--- src/rtl/dmct_consts.svh ---
// register indices, field positions and reset values of the capture timer
`ifndef DMCT_CONSTS_SVH
`define DMCT_CONSTS_SVH

// register indices; byte address is four times the index
`define DMCT_IDX_LOW_MATCH 15'h7e18
`define DMCT_IDX_HIGH_MATCH 15'h7e19
`define DMCT_IDX_COUNT_LOW 15'h7f1a
`define DMCT_IDX_COUNT_HIGH 15'h7f1b
`define DMCT_IDX_RUN_FLAG 15'h7f1c
`define DMCT_IDX_CAPTURE 15'h7f1d
`define DMCT_IDX_CLOCK 15'h7f1e

// run_flag_control fields
`define DMCT_RF_HIGH_RUN 7
`define DMCT_RF_HIGH_FLAG 6
`define DMCT_RF_HIGH_IE 5
`define DMCT_RF_SPLIT 4
`define DMCT_RF_CAP_READ 3
`define DMCT_RF_RUN 2
`define DMCT_RF_LOW_FLAG 1
`define DMCT_RF_LOW_IE 0

// capture_control fields
`define DMCT_CC_SEL_HI 4
`define DMCT_CC_SEL_LO 3
`define DMCT_CC_HIGH_FLAG 2
`define DMCT_CC_LOW_FLAG 1
`define DMCT_CC_IE 0

// clock_prescale_control fields
`define DMCT_CK_SRC_HI 7
`define DMCT_CK_SRC_LO 6
`define DMCT_CK_EVT_PIN 5
`define DMCT_CK_LIMIT_HI 3
`define DMCT_CK_LIMIT_LO 0

// reset values
`define DMCT_RST_BYTE 8'h00
`define DMCT_RST_PRE 4'h0
`define DMCT_RST_SEL 2'h0
`define DMCT_RST_WORD 32'h0000_0000

`endif

--- src/rtl/dmct_pkg.sv ---
// types shared by the capture timer
package dmct_pkg;
    typedef enum logic [1:0] {
        DMCT_SRC_SYS = 2'h0,
        DMCT_SRC_EVENT = 2'h1,
        DMCT_SRC_CRYSTAL = 2'h2,
        DMCT_SRC_CERAMIC = 2'h3
    } dmct_src_t;
endpackage

--- src/rtl/dmct_timer.sv ---
// dual mode capture timer with apb register access
//
// Operation
// 4-bit prescaler matches limit, clears, resets stopped
// prescaler runs on run, or split high_run
// clock source picks system, oscillator or event
// low counter runs only with run bit
// high counter run: run, or high_run split
// low counts prescaler, split event mode counts pin
// high counts low overflow, split counts prescaler
// counters match buffers, reset on match or stop
// low buffer tracks stopped, loads at zero
// high buffer tracks stopped, loads at zero
// software writes match data once per period
// low capture trigger selected among four pins
// high capture trigger follows low or split table
// 16-bit capture latches both bytes together
// 16-bit period is match plus one times divider
// split periods per byte, events bypass prescaler
// match flag with enable requests interrupt
// capture flag with enable requests interrupt
// match flags set on wrap, cleared by zero
// capture read select returns captures at counters
// capture flags set per mode, software clears
// event pin select chooses second or third pin
// one interrupt output ors enabled flags
// pins synchronised, one edge per event
`include "dmct_consts.svh"

module dmct_timer #(
    parameter int ADDR_W = 17,
    parameter int PRE_W = 4,
    parameter int CNT_W = 8
) (
    input wire logic pclk,
    input wire logic presetn,
    input wire logic psel,
    input wire logic penable,
    input wire logic pwrite,
    input wire logic [ADDR_W-1:0] paddr,
    input wire logic [31:0] pwdata,
    input wire logic [3:0] pstrb,
    output logic [31:0] prdata,
    output logic pready,
    output logic pslverr,
    input wire logic ext_event_pin_a,
    input wire logic ext_event_pin_b,
    input wire logic ext_event_pin_c,
    input wire logic ext_event_pin_d,
    input wire logic ext_event_pin_e,
    input wire logic ext_event_pin_f,
    input wire logic crystal_clock_src,
    input wire logic ceramic_clock_src,
    output logic irq
);

    localparam int NPIN = 8;

    // pin synchronisers and rising edge detect
    logic [NPIN-1:0] pin_raw;
    logic [NPIN-1:0] sync1_q;
    logic [NPIN-1:0] sync2_q;
    logic [NPIN-1:0] sync3_q;
    logic [NPIN-1:0] pin_edge;

    assign pin_raw = {ceramic_clock_src, crystal_clock_src, ext_event_pin_f, ext_event_pin_e,
                      ext_event_pin_d, ext_event_pin_c, ext_event_pin_b, ext_event_pin_a};

    genvar gi;
    generate
        for (gi = 0; gi < NPIN; gi++) begin : g_sync
            always_ff @(posedge pclk or negedge presetn) begin
                if (!presetn) begin
                    sync1_q[gi] <= 1'b0;
                    sync2_q[gi] <= 1'b0;
                    sync3_q[gi] <= 1'b0;
                end else begin
                    sync1_q[gi] <= pin_raw[gi];
                    sync2_q[gi] <= sync1_q[gi];
                    sync3_q[gi] <= sync2_q[gi];
                end
            end
            // a held level counts once: only the rising edge is an event
            assign pin_edge[gi] = sync2_q[gi] & ~sync3_q[gi];
        end
    endgenerate

    // registers
    logic [CNT_W-1:0] low_data_q;
    logic [CNT_W-1:0] high_data_q;
    logic high_run_q;
    logic high_flag_q;
    logic high_ie_q;
    logic split_q;
    logic cap_read_q;
    logic run_q;
    logic low_flag_q;
    logic low_ie_q;
    logic [1:0] cap_sel_q;
    logic high_cflag_q;
    logic low_cflag_q;
    logic cap_ie_q;
    dmct_pkg::dmct_src_t src_q;
    logic evt_pin_q;
    logic [PRE_W-1:0] limit_q;

    // apb decode
    logic [ADDR_W-1:0] a_low_match;
    logic [ADDR_W-1:0] a_high_match;
    logic [ADDR_W-1:0] a_count_low;
    logic [ADDR_W-1:0] a_count_high;
    logic [ADDR_W-1:0] a_run_flag;
    logic [ADDR_W-1:0] a_capture;
    logic [ADDR_W-1:0] a_clock;
    logic hit_low_match;
    logic hit_high_match;
    logic hit_count_low;
    logic hit_count_high;
    logic hit_run_flag;
    logic hit_capture;
    logic hit_clock;
    logic hit_any;
    logic wr_en;
    logic rd_setup;

    assign a_low_match = ADDR_W'({`DMCT_IDX_LOW_MATCH, 2'b00});
    assign a_high_match = ADDR_W'({`DMCT_IDX_HIGH_MATCH, 2'b00});
    assign a_count_low = ADDR_W'({`DMCT_IDX_COUNT_LOW, 2'b00});
    assign a_count_high = ADDR_W'({`DMCT_IDX_COUNT_HIGH, 2'b00});
    assign a_run_flag = ADDR_W'({`DMCT_IDX_RUN_FLAG, 2'b00});
    assign a_capture = ADDR_W'({`DMCT_IDX_CAPTURE, 2'b00});
    assign a_clock = ADDR_W'({`DMCT_IDX_CLOCK, 2'b00});
    assign hit_low_match = paddr == a_low_match;
    assign hit_high_match = paddr == a_high_match;
    assign hit_count_low = paddr == a_count_low;
    assign hit_count_high = paddr == a_count_high;
    assign hit_run_flag = paddr == a_run_flag;
    assign hit_capture = paddr == a_capture;
    assign hit_clock = paddr == a_clock;
    assign hit_any = hit_low_match | hit_high_match | hit_count_low | hit_count_high
                     | hit_run_flag | hit_capture | hit_clock;
    // only the low byte lane carries register data
    assign wr_en = psel & penable & pwrite & pstrb[0] & hit_any;
    assign rd_setup = psel & ~penable & ~pwrite;
    assign pready = 1'b1;
    assign pslverr = psel & penable & ~hit_any;

    // prescaler
    logic [PRE_W-1:0] pre_q;
    logic [PRE_W-1:0] pre_d;
    logic pre_run;
    logic pre_src;
    logic evt_src;
    logic pre_match;

    assign pre_run = run_q | (split_q & high_run_q);
    assign evt_src = evt_pin_q ? pin_edge[3] : pin_edge[2];
    assign pre_src = (src_q == dmct_pkg::DMCT_SRC_CRYSTAL) ? pin_edge[6]
                   : (src_q == dmct_pkg::DMCT_SRC_CERAMIC) ? pin_edge[7]
                   : (src_q == dmct_pkg::DMCT_SRC_EVENT && (evt_pin_q || !split_q)) ? evt_src
                   : 1'b1;
    assign pre_match = pre_run & pre_src & (pre_q == limit_q);
    assign pre_d = (!pre_run || pre_match) ? '0
                 : pre_src ? PRE_W'(pre_q + 1'b1) : pre_q;

    // counters
    logic [CNT_W-1:0] cnt_l_q;
    logic [CNT_W-1:0] cnt_h_q;
    logic [CNT_W-1:0] cnt_l_d;
    logic [CNT_W-1:0] cnt_h_d;
    logic [CNT_W-1:0] buf_l_q;
    logic [CNT_W-1:0] buf_h_q;
    logic [CNT_W-1:0] buf_l_d;
    logic [CNT_W-1:0] buf_h_d;
    logic low_run;
    logic high_run;
    logic low_tick;
    logic high_tick;
    logic low_adv;
    logic high_adv;
    logic low_match;
    logic high_match;
    logic low_zero;
    logic high_zero;
    logic eq16;

    assign low_run = run_q;
    assign high_run = split_q ? high_run_q : run_q;
    // split event mode clocks the low counter straight from pin_edge[2], bypassing the prescaler
    assign low_tick = (split_q && src_q == dmct_pkg::DMCT_SRC_EVENT) ? pin_edge[2]
                    : pre_match;
    assign low_adv = low_run & low_tick;
    assign high_tick = split_q ? pre_match : (low_adv & (&cnt_l_q));
    assign high_adv = high_run & high_tick;
    assign eq16 = {cnt_h_q, cnt_l_q} == {buf_h_q, buf_l_q};
    // 16-bit compare makes the period (hi*256+lo+1) low ticks
    assign low_match = low_adv & (split_q ? (cnt_l_q == buf_l_q) : eq16);
    assign high_match = split_q ? (high_adv & (cnt_h_q == buf_h_q)) : low_match;
    assign cnt_l_d = (!low_run || low_match) ? '0
                   : low_adv ? CNT_W'(cnt_l_q + 1'b1) : cnt_l_q;
    assign cnt_h_d = (!high_run || high_match) ? '0
                   : high_adv ? CNT_W'(cnt_h_q + 1'b1) : cnt_h_q;
    assign low_zero = low_match | (low_adv & (cnt_l_d == '0));
    assign high_zero = high_match | (high_adv & (cnt_h_d == '0));
    // buffers track the data while stopped and reload when their byte returns to zero, so a low-byte wrap can cut a 16-bit period short
    assign buf_l_d = (!low_run || low_zero) ? low_data_q : buf_l_q;
    assign buf_h_d = (!high_run || high_zero) ? high_data_q : buf_h_q;

    // captures
    logic [CNT_W-1:0] cap_l_q;
    logic [CNT_W-1:0] cap_h_q;
    logic [3:0] cap_l_pins;
    logic [3:0] cap_h_pins;
    logic cap_l_evt;
    logic cap_h_split;
    logic cap_h_evt;

    assign cap_l_pins = {pin_edge[5], pin_edge[4], pin_edge[2], pin_edge[0]};
    assign cap_h_pins = {pin_edge[4], pin_edge[5], pin_edge[3], pin_edge[1]};
    assign cap_l_evt = cap_l_pins[cap_sel_q];
    assign cap_h_split = cap_h_pins[cap_sel_q];
    assign cap_h_evt = split_q ? cap_h_split : cap_l_evt;

    // flags: a hardware set in the same cycle as a clear wins
    logic wr_run_flag;
    logic wr_capture;
    logic low_flag_d;
    logic high_flag_d;
    logic low_cflag_d;
    logic high_cflag_d;
    logic irq_d;

    assign wr_run_flag = wr_en & hit_run_flag;
    assign wr_capture = wr_en & hit_capture;
    assign low_flag_d = (low_flag_q & ~(wr_run_flag & ~pwdata[`DMCT_RF_LOW_FLAG]))
                      | low_match;
    assign high_flag_d = (high_flag_q & ~(wr_run_flag & ~pwdata[`DMCT_RF_HIGH_FLAG]))
                       | (split_q & high_match);
    assign low_cflag_d = (low_cflag_q & ~(wr_capture & ~pwdata[`DMCT_CC_LOW_FLAG]))
                       | cap_l_evt;
    assign high_cflag_d = (high_cflag_q & ~(wr_capture & ~pwdata[`DMCT_CC_HIGH_FLAG]))
                        | (split_q & cap_h_split);
    assign irq_d = (low_flag_q & low_ie_q) | (high_flag_q & high_ie_q)
                 | ((low_cflag_q | high_cflag_q) & cap_ie_q);

    // read mux
    logic [7:0] rd_data;

    assign rd_data = hit_low_match ? low_data_q
                   : hit_high_match ? high_data_q
                   : hit_count_low ? (cap_read_q ? cap_l_q : cnt_l_q)
                   : hit_count_high ? (cap_read_q ? cap_h_q : cnt_h_q)
                   : hit_run_flag ? {high_run_q, high_flag_q, high_ie_q, split_q,
                                     cap_read_q, run_q, low_flag_q, low_ie_q}
                   : hit_capture ? {3'h0, cap_sel_q, high_cflag_q, low_cflag_q, cap_ie_q}
                   : hit_clock ? {src_q, evt_pin_q, 1'b0, limit_q}
                   : `DMCT_RST_BYTE;

    always_ff @(posedge pclk or negedge presetn) begin
        if (!presetn) begin
            prdata <= `DMCT_RST_WORD;
        end else if (rd_setup) begin
            prdata <= {24'h00_0000, rd_data};
        end
    end

    // software registers
    always_ff @(posedge pclk or negedge presetn) begin
        if (!presetn) begin
            low_data_q <= `DMCT_RST_BYTE;
            high_data_q <= `DMCT_RST_BYTE;
            {high_run_q, high_ie_q, split_q, cap_read_q, run_q, low_ie_q} <= 6'h00;
            cap_sel_q <= `DMCT_RST_SEL;
            cap_ie_q <= 1'b0;
            src_q <= dmct_pkg::DMCT_SRC_SYS;
            evt_pin_q <= 1'b0;
            limit_q <= `DMCT_RST_PRE;
        end else if (wr_en) begin
            if (hit_low_match) begin
                low_data_q <= pwdata[7:0];
            end
            if (hit_high_match) begin
                high_data_q <= pwdata[7:0];
            end
            if (hit_run_flag) begin
                high_run_q <= pwdata[`DMCT_RF_HIGH_RUN];
                high_ie_q <= pwdata[`DMCT_RF_HIGH_IE];
                split_q <= pwdata[`DMCT_RF_SPLIT];
                cap_read_q <= pwdata[`DMCT_RF_CAP_READ];
                run_q <= pwdata[`DMCT_RF_RUN];
                low_ie_q <= pwdata[`DMCT_RF_LOW_IE];
            end
            if (hit_capture) begin
                cap_sel_q <= pwdata[`DMCT_CC_SEL_HI:`DMCT_CC_SEL_LO];
                cap_ie_q <= pwdata[`DMCT_CC_IE];
            end
            if (hit_clock) begin
                src_q <= dmct_pkg::dmct_src_t'(pwdata[`DMCT_CK_SRC_HI:`DMCT_CK_SRC_LO]);
                evt_pin_q <= pwdata[`DMCT_CK_EVT_PIN];
                limit_q <= pwdata[`DMCT_CK_LIMIT_HI:`DMCT_CK_LIMIT_LO];
            end
        end
    end

    // timer state
    always_ff @(posedge pclk or negedge presetn) begin
        if (!presetn) begin
            pre_q <= `DMCT_RST_PRE;
            cnt_l_q <= `DMCT_RST_BYTE;
            cnt_h_q <= `DMCT_RST_BYTE;
            buf_l_q <= `DMCT_RST_BYTE;
            buf_h_q <= `DMCT_RST_BYTE;
            {low_flag_q, high_flag_q, low_cflag_q, high_cflag_q, irq} <= 5'h00;
        end else begin
            pre_q <= pre_d;
            cnt_l_q <= cnt_l_d;
            cnt_h_q <= cnt_h_d;
            buf_l_q <= buf_l_d;
            buf_h_q <= buf_h_d;
            low_flag_q <= low_flag_d;
            high_flag_q <= high_flag_d;
            low_cflag_q <= low_cflag_d;
            high_cflag_q <= high_cflag_d;
            irq <= irq_d;
        end
    end

    // capture registers hold the counter as it stood at the event
    always_ff @(posedge pclk or negedge presetn) begin
        if (!presetn) begin
            cap_l_q <= `DMCT_RST_BYTE;
            cap_h_q <= `DMCT_RST_BYTE;
        end else begin
            if (cap_l_evt) begin
                cap_l_q <= cnt_l_q;
            end
            if (cap_h_evt) begin
                cap_h_q <= cnt_h_q;
            end
        end
    end
endmodule // dmct_timer

--- config.mk ---
export PLATFORM = sky130hd
export DESIGN_NAME = dmct_timer
export DESIGN_NICKNAME = d
export VERILOG_FILES = /design/src/rtl/dmct_pkg.sv /design/src/rtl/dmct_timer.sv
export VERILOG_INCLUDE_DIRS = /design/src /design/src/rtl
export SDC_FILE = /design/constraint.sdc
export NUM_CORES = 1
export LEC_CHECK = 0
export BUFFER_PORTS_ARGS = -buffer_cell sky130_fd_sc_hd__buf_2
export CAP_MARGIN = 20
export CORE_ASPECT_RATIO = 1.1
export CORE_MARGIN = 4
export CORE_UTILIZATION = 61
export CTS_BUF_LIST = sky130_fd_sc_hd__clkbuf_16
export CTS_CLUSTER_DIAMETER = 60
export CTS_CLUSTER_SIZE = 10
export DETAILED_ROUTE_END_ITERATION = 16
export GPL_TIMING_DRIVEN = 0
export PLACE_DENSITY_LB_ADDON = 0.1
export SLEW_MARGIN = 20
export SYNTH_ARGS = -nofsm -noshare
export SYNTH_HDL_FRONTEND = slang
export SYNTH_SLANG_ARGS = --single-unit
--- constraint.sdc ---
create_clock -name pclk -period 4.9 [get_ports pclk]
set_input_delay 0.49 -clock pclk [delete_from_list [all_inputs] [get_ports pclk]]
set_output_delay 0.49 -clock pclk [all_outputs]
set_load 0.02 [all_outputs]
Word-level counts from Yosys, hierarchy flattened. Index checks and enable logic that the tools add are counted.

Bits in registers: 121. Input port bits: 66. Output and inout port bits: 35. Word-level logic and storage cells: 192.

Add/sub/neg operators: 3. Magnitude comparators: 1. Eq/ne operators: 14. Muxes and demuxes: 29. Bitwise logic cells: 74. Reduce and logical (&&, ||, !) cells: 21.

Operators by type and width (number): 17-bit equality test, second input constant (7); 8-bit 2-to-1 mux (13); 1-bit bitwise AND (40); 1-bit NOT (18); 8-bit by 1-bit adder with 8-bit output, second input constant (2); 16-bit equality test (1); 8-bit equality test (2); 8-bit zero test (2); 1-bit bitwise OR (16); 1-bit 2-to-1 mux (12); 2-bit AND reduction (5); 4-bit 2-to-1 mux (2); 8-bit AND reduction (1); 1-bit logical OR (6); 4-bit by 1-bit adder with 4-bit output, second input constant (1); 1-bit binary-select mux with 2-bit select (2); 2-bit equality test, second input constant (2); 4-bit equality test (1); 1-bit zero test (4); 2-bit by 3-bit < comparator with 1-bit output, second input constant (1); 2-bit by 1-bit equality test with 1-bit output, second input constant (1); 1-bit logical AND (2); 2-bit nonzero test (1).

Logic depth before layout (Yosys ltp).
Word-level depth: 21. Gate-level depth with buffers: 9. Depth with buffers taken out: 8.

Worst setup path after synthesis. No wires, ideal clock.

Path type: input to register. Start point: in paddr[4]. End point: reg low_data_q[0]. Setup time: 0.128 ns. Arrival time: 2.112 ns. Data required time: 4.772 ns. Path slack: 2.660 ns. Stages on the path: 8. Buffers on the path: 1. Path through: clkbuf_1 or3_1 a32oi_1 nand2_1 nor2_1 nand2_1 nor2_4 mux2_1.

Cells in the longest elaborated chain, start to end: 9. Elaborated cells between the ends (all ways): 15. Classes of those cells: 7 x eq/ne; 7 x bitwise; 1 x reduce/logical.

Ends and longest elaborated chain: from (decl) (RTL line dmct_timer.sv:40) `input wire logic [ADDR_W-1:0] paddr,`; 17-bit equality test, on equally long branches (RTL line dmct_timer.sv:133, dmct_timer.sv:134); 1-bit bitwise OR (3 in series) (RTL line dmct_timer.sv:140) `assign hit_any = hit_low_match | hit_high_match | hit_count_low | hit_count_high`; 1-bit bitwise OR (3 in series) (RTL line dmct_timer.sv:141) `| hit_run_flag | hit_capture | hit_clock;`; 1-bit bitwise AND (RTL line dmct_timer.sv:143) `assign wr_en = psel & penable & pwrite & pstrb[0] & hit_any;`; 2-bit AND reduction (no line) *; to (signal assigned) (RTL line dmct_timer.sv:270) `` low_data_q <= `DMCT_RST_BYTE; ``; to (signal assigned) (RTL line dmct_timer.sv:280) `low_data_q <= pwdata[7:0];`; to (decl) (RTL line dmct_timer.sv:89) `logic [CNT_W-1:0] low_data_q;`.

Every way passes the cells marked *; elsewhere a longest branch is shown, timed or not. A chain may end at the register's enable or synchronous reset.

Final worst setup path.
Start point: reg cnt_h_q[0]. End point: reg buf_h_q[5].

Cells in the longest elaborated chain, start to end: 10. Elaborated cells between the ends (all ways): 14. Classes of those cells: 1 x add/sub; 2 x eq/ne; 4 x mux; 4 x bitwise; 3 x reduce/logical.

Ends and longest elaborated chain: from (decl) (RTL line dmct_timer.sv:168) `logic [CNT_W-1:0] cnt_h_q;`; from (signal assigned) (RTL line dmct_timer.sv:310) `` cnt_h_q <= `DMCT_RST_BYTE; ``; from (signal assigned) (RTL line dmct_timer.sv:317) `cnt_h_q <= cnt_h_d;`; 16-bit equality test (RTL line dmct_timer.sv:195) `assign eq16 = {cnt_h_q, cnt_l_q} == {buf_h_q, buf_l_q};`; 1-bit 2-to-1 mux (RTL line dmct_timer.sv:197) `assign low_match = low_adv & (split_q ? (cnt_l_q == buf_l_q) : eq16);`; 1-bit bitwise AND (RTL line dmct_timer.sv:197); 1-bit 2-to-1 mux (RTL line dmct_timer.sv:198) `assign high_match = split_q ? (high_adv & (cnt_h_q == buf_h_q)) : low_match;`; 1-bit logical OR (RTL line dmct_timer.sv:201) `assign cnt_h_d = (!high_run || high_match) ? '0`; 8-bit 2-to-1 mux (RTL line dmct_timer.sv:201); 8-bit zero test (RTL line dmct_timer.sv:204) `assign high_zero = high_match | (high_adv & (cnt_h_d == '0));`; 1-bit bitwise AND (RTL line dmct_timer.sv:204); 1-bit bitwise OR * (RTL line dmct_timer.sv:204); 1-bit logical OR * (RTL line dmct_timer.sv:207) `assign buf_h_d = (!high_run || high_zero) ? high_data_q : buf_h_q;`; to (signal assigned) (RTL line dmct_timer.sv:312) `` buf_h_q <= `DMCT_RST_BYTE; ``; to (signal assigned) (RTL line dmct_timer.sv:319) `buf_h_q <= buf_h_d;`; to (decl) (RTL line dmct_timer.sv:172) `logic [CNT_W-1:0] buf_h_q;`.

Marks and branches as above.

==> out/results.ini <==
[run_status]
outcome=complete, no violations

[global_routing]
grt_usage=0.259
overflow=0
grt_max_degree=83
antenna_found_initial=0
grt_pass1_vias=4404
grt_pass1_wl_mm=23.3

[pwr]
switchingPower_w=0.000603
swShare=0.247
total_power_w=0.00244
clockPowerShare=0.520
p_seq_frac=0.421
p_per_area_nw_per_um2=334
leakagePower_nw=3.46
peakVddDrop_mv=0.313
intPower_w=0.00184
combPwrFrac=0.059

[synthesis]
synth_top_family_by_area=multiplexers
synth_top_area_cell=dfrtp_1
ys_types=71
async_flop_share=1.00
synthFlopType=dfrtp_1
ys_ff_latch=121
synth_simple_gate_area_frac=0.141
synth-xor-area-share=0.0523
synth_commonest_cells=dfrtp_1, nor2_1, nand2_1
avgSynthCellArea_um2=11.5
synthMuxAreaShare=0.164
ys_warn_count=0
synth.most_common_cell=dfrtp_1
synth_top_area_share=0.489
synthCells=537
synth-edff-count=0
synthAdderAreaFrac=0.00606
synth_area_leaders=dfrtp_1, mux2_1, mux2_2, mux2_4, buf_4
ys_seq_area_frac=0.489
synthesis.area_um2=6190
synth-compound-area-share=0.0916

[die]
die-area_um2=11800
fp.coreArea_um2=9890
die-width_um=104
rows=38
boundaryPins=101
die_y_um=114
start_util=0.626

[setup_path]
critPathMaxStageDelay_ns=0.48
crit_required_ns=5.18
r2r_slack_ns=2.11
critPathArrivalTime_ns=3.08
worstSetupPathType=flip-flop to flip-flop
crit_path_end_kind=flip-flop
crit_chain=clkbuf_1 -> xnor2_1 -> nand4_1 -> nor2_1 -> nand3_2 -> a32oi_4 -> a41o_1 -> buf_6 -> mux2_4
cp_max_fo=9
start_kind=flip-flop
slowest_stage=a32oi_4

[cells_and_area]
syn_to_final_growth_pct=18.1
fillers=698
drive_gt1_frac=0.287
n_antenna_cell=0
num-nets-final=697

[clock_network]
clkTransAtPathRegs_ns=0.06
cts_num_sinks=121
root_buffer=clkbuf_16
h-tree-depth=4
insertion_delay_ns=0.41
cts_tree=done
clockBufferDepth=2
cts_made_buffers=17

[timing]
grt_setup_unrepaired=no
fmax_mhz=358
max-slew-margin-rel=0.505
finalMaxSlewViolations=0
hold_viol=0
skew_ns=0.0107
whs_ns=0.184
timing.final.crit_share=0.570
fin_tns_setup_ns=0
fin_crit_ns=2.79
final-setup-viol-count=0
worst_pin_slew_ns=0.739

[min_path]
hold_class=input port to flip-flop

[placement]
dp_hpwl_mm=10.5
port_buffers=47
gp_congestion=0.956

[routing]
first_iter_violations=320
antenna_left=0
firstDrtPassIters=5
routedWlPerCell_um=18.8
vias=4404
drc_errors=0
routed_wl_mm=14.3
viasPerCell=5.79

[job]
drv_cap=0

-- what timing repair did --
action                                 CTS  global route
hold buffers                             1             0
buffers inserted                         0             0
resized for setup                        0             0
endpoints found under the hold margin   39             0
-- registers in the layout (all words and copies together), names as in the netlist, 2 cells and up --
signal       cells
sync1_q          8
cap_h_q          8
cnt_h_q          8
src_q            2
sync2_q          8
prdata           8
sync3_q          8
cnt_l_q          8
high_data_q      8
buf_l_q          8
cap_sel_q        2
buf_h_q          8
limit_q          4
pre_q            4
cap_l_q          8
low_data_q       8
-- final cells by class --
cell class	count	area (um^2)	share of cell area
plain buffers	51	318	0.0434
clock buffers	17	425	0.0582
clock inverters	15	178	0.0243
inverters	6	22.5	0.00308
multi-input cells	382	2910	0.398
flip-flops and latches	121	3030	0.414
well taps	120	150	0.0205
repair buffers	49	279	0.0381
-- routing by layer --
layer | GRT usage | vias to the layer above | routed length, um
met5 | 0 | - | 0
met4 | 0.0718 | 0 | 205
met1 | 0.327 | 2195 | 5900
li1 | - | 2047 | -
met2 | 0.443 | 146 | 7430
met3 | 0.0730 | 16 | 779
-- final timing paths --
kind,start,end,depth (start not counted)
hold reg to reg,sync1_q[2],sync2_q[2],0
max in group asynchronous,presetn,prdata[3],3
min in group asynchronous,presetn,pre_q[2],2
hold / removal,ext_event_pin_a,sync1_q[0],1
setup reg to reg,cnt_h_q[0],buf_h_q[5],9
setup / recovery,cnt_h_q[0],buf_h_q[5],9
-- power groups by stage --
stage | logic [W] | registers (W) | clock network, W
final | 0.000145 | 0.00103 | 0.00127
after global routing | 0.000158 | 0.00103 | 0.00134
after CTS | 0.000145 | 0.00103 | 0.00128
after detailed placement | 0.000143 | 0.00105 | 0
after global placement | 0.000137 | 0.00104 | 0
after floorplan | 0.0000669 | 0.00106 | 0
-- placed cells by master (no fill, tap or decap), types with 16 or more instances in the layout --
cell / synthesis / final
a21oi_1: 29 / 29
buf_2: 8 / 54
buf_4: 25 / 25
clkbuf_16: 0 / 17
conb_1: 2 / 25
dfrtp_1: 121 / 121
mux2_1: 26 / 26
mux2_2: 22 / 22
mux2_4: 16 / 16
nand2_1: 38 / 38
nor2_1: 39 / 39
xnor2_1: 20 / 20
xor2_1: 17 / 17
-- through the flow --
stage	std cells	utilization	area, um^2	worst slack [ns]
3_5_place_dp	728	0.678	6700	2.14
2_1_floorplan	560	-	6280	2.66
5_1_grt	761	0.740	7310	1.94
3_3_place_gp	727	0.674	6660	1.93
6_report	761	0.740	7310	2.11
4_1_cts	761	0.740	7310	2.12
-- cells by family after synthesis --
family                   Yosys count
AO/OA/AOI/OAI                     81
XOR/XNOR                          37
adder cells (fa/ha/maj)            3
buffers and inverters             57
flip-flops                       121
multiplexers                      81
other                              2
AND/OR/NAND/NOR                  155
-- critical path, delay by kind of cell (launching register included) --
family | cells | cell delay [ns]
and+or+nand+nor | 3 | 0.67
AOI/OAI and AO/OA | 2 | 0.65
buffers and inverters | 2 | 0.50
DFF | 1 | 0.36
muxes | 1 | 0.31
xor gates and xnor gates | 1 | 0.17
Power figures use the tool's default switching activity.
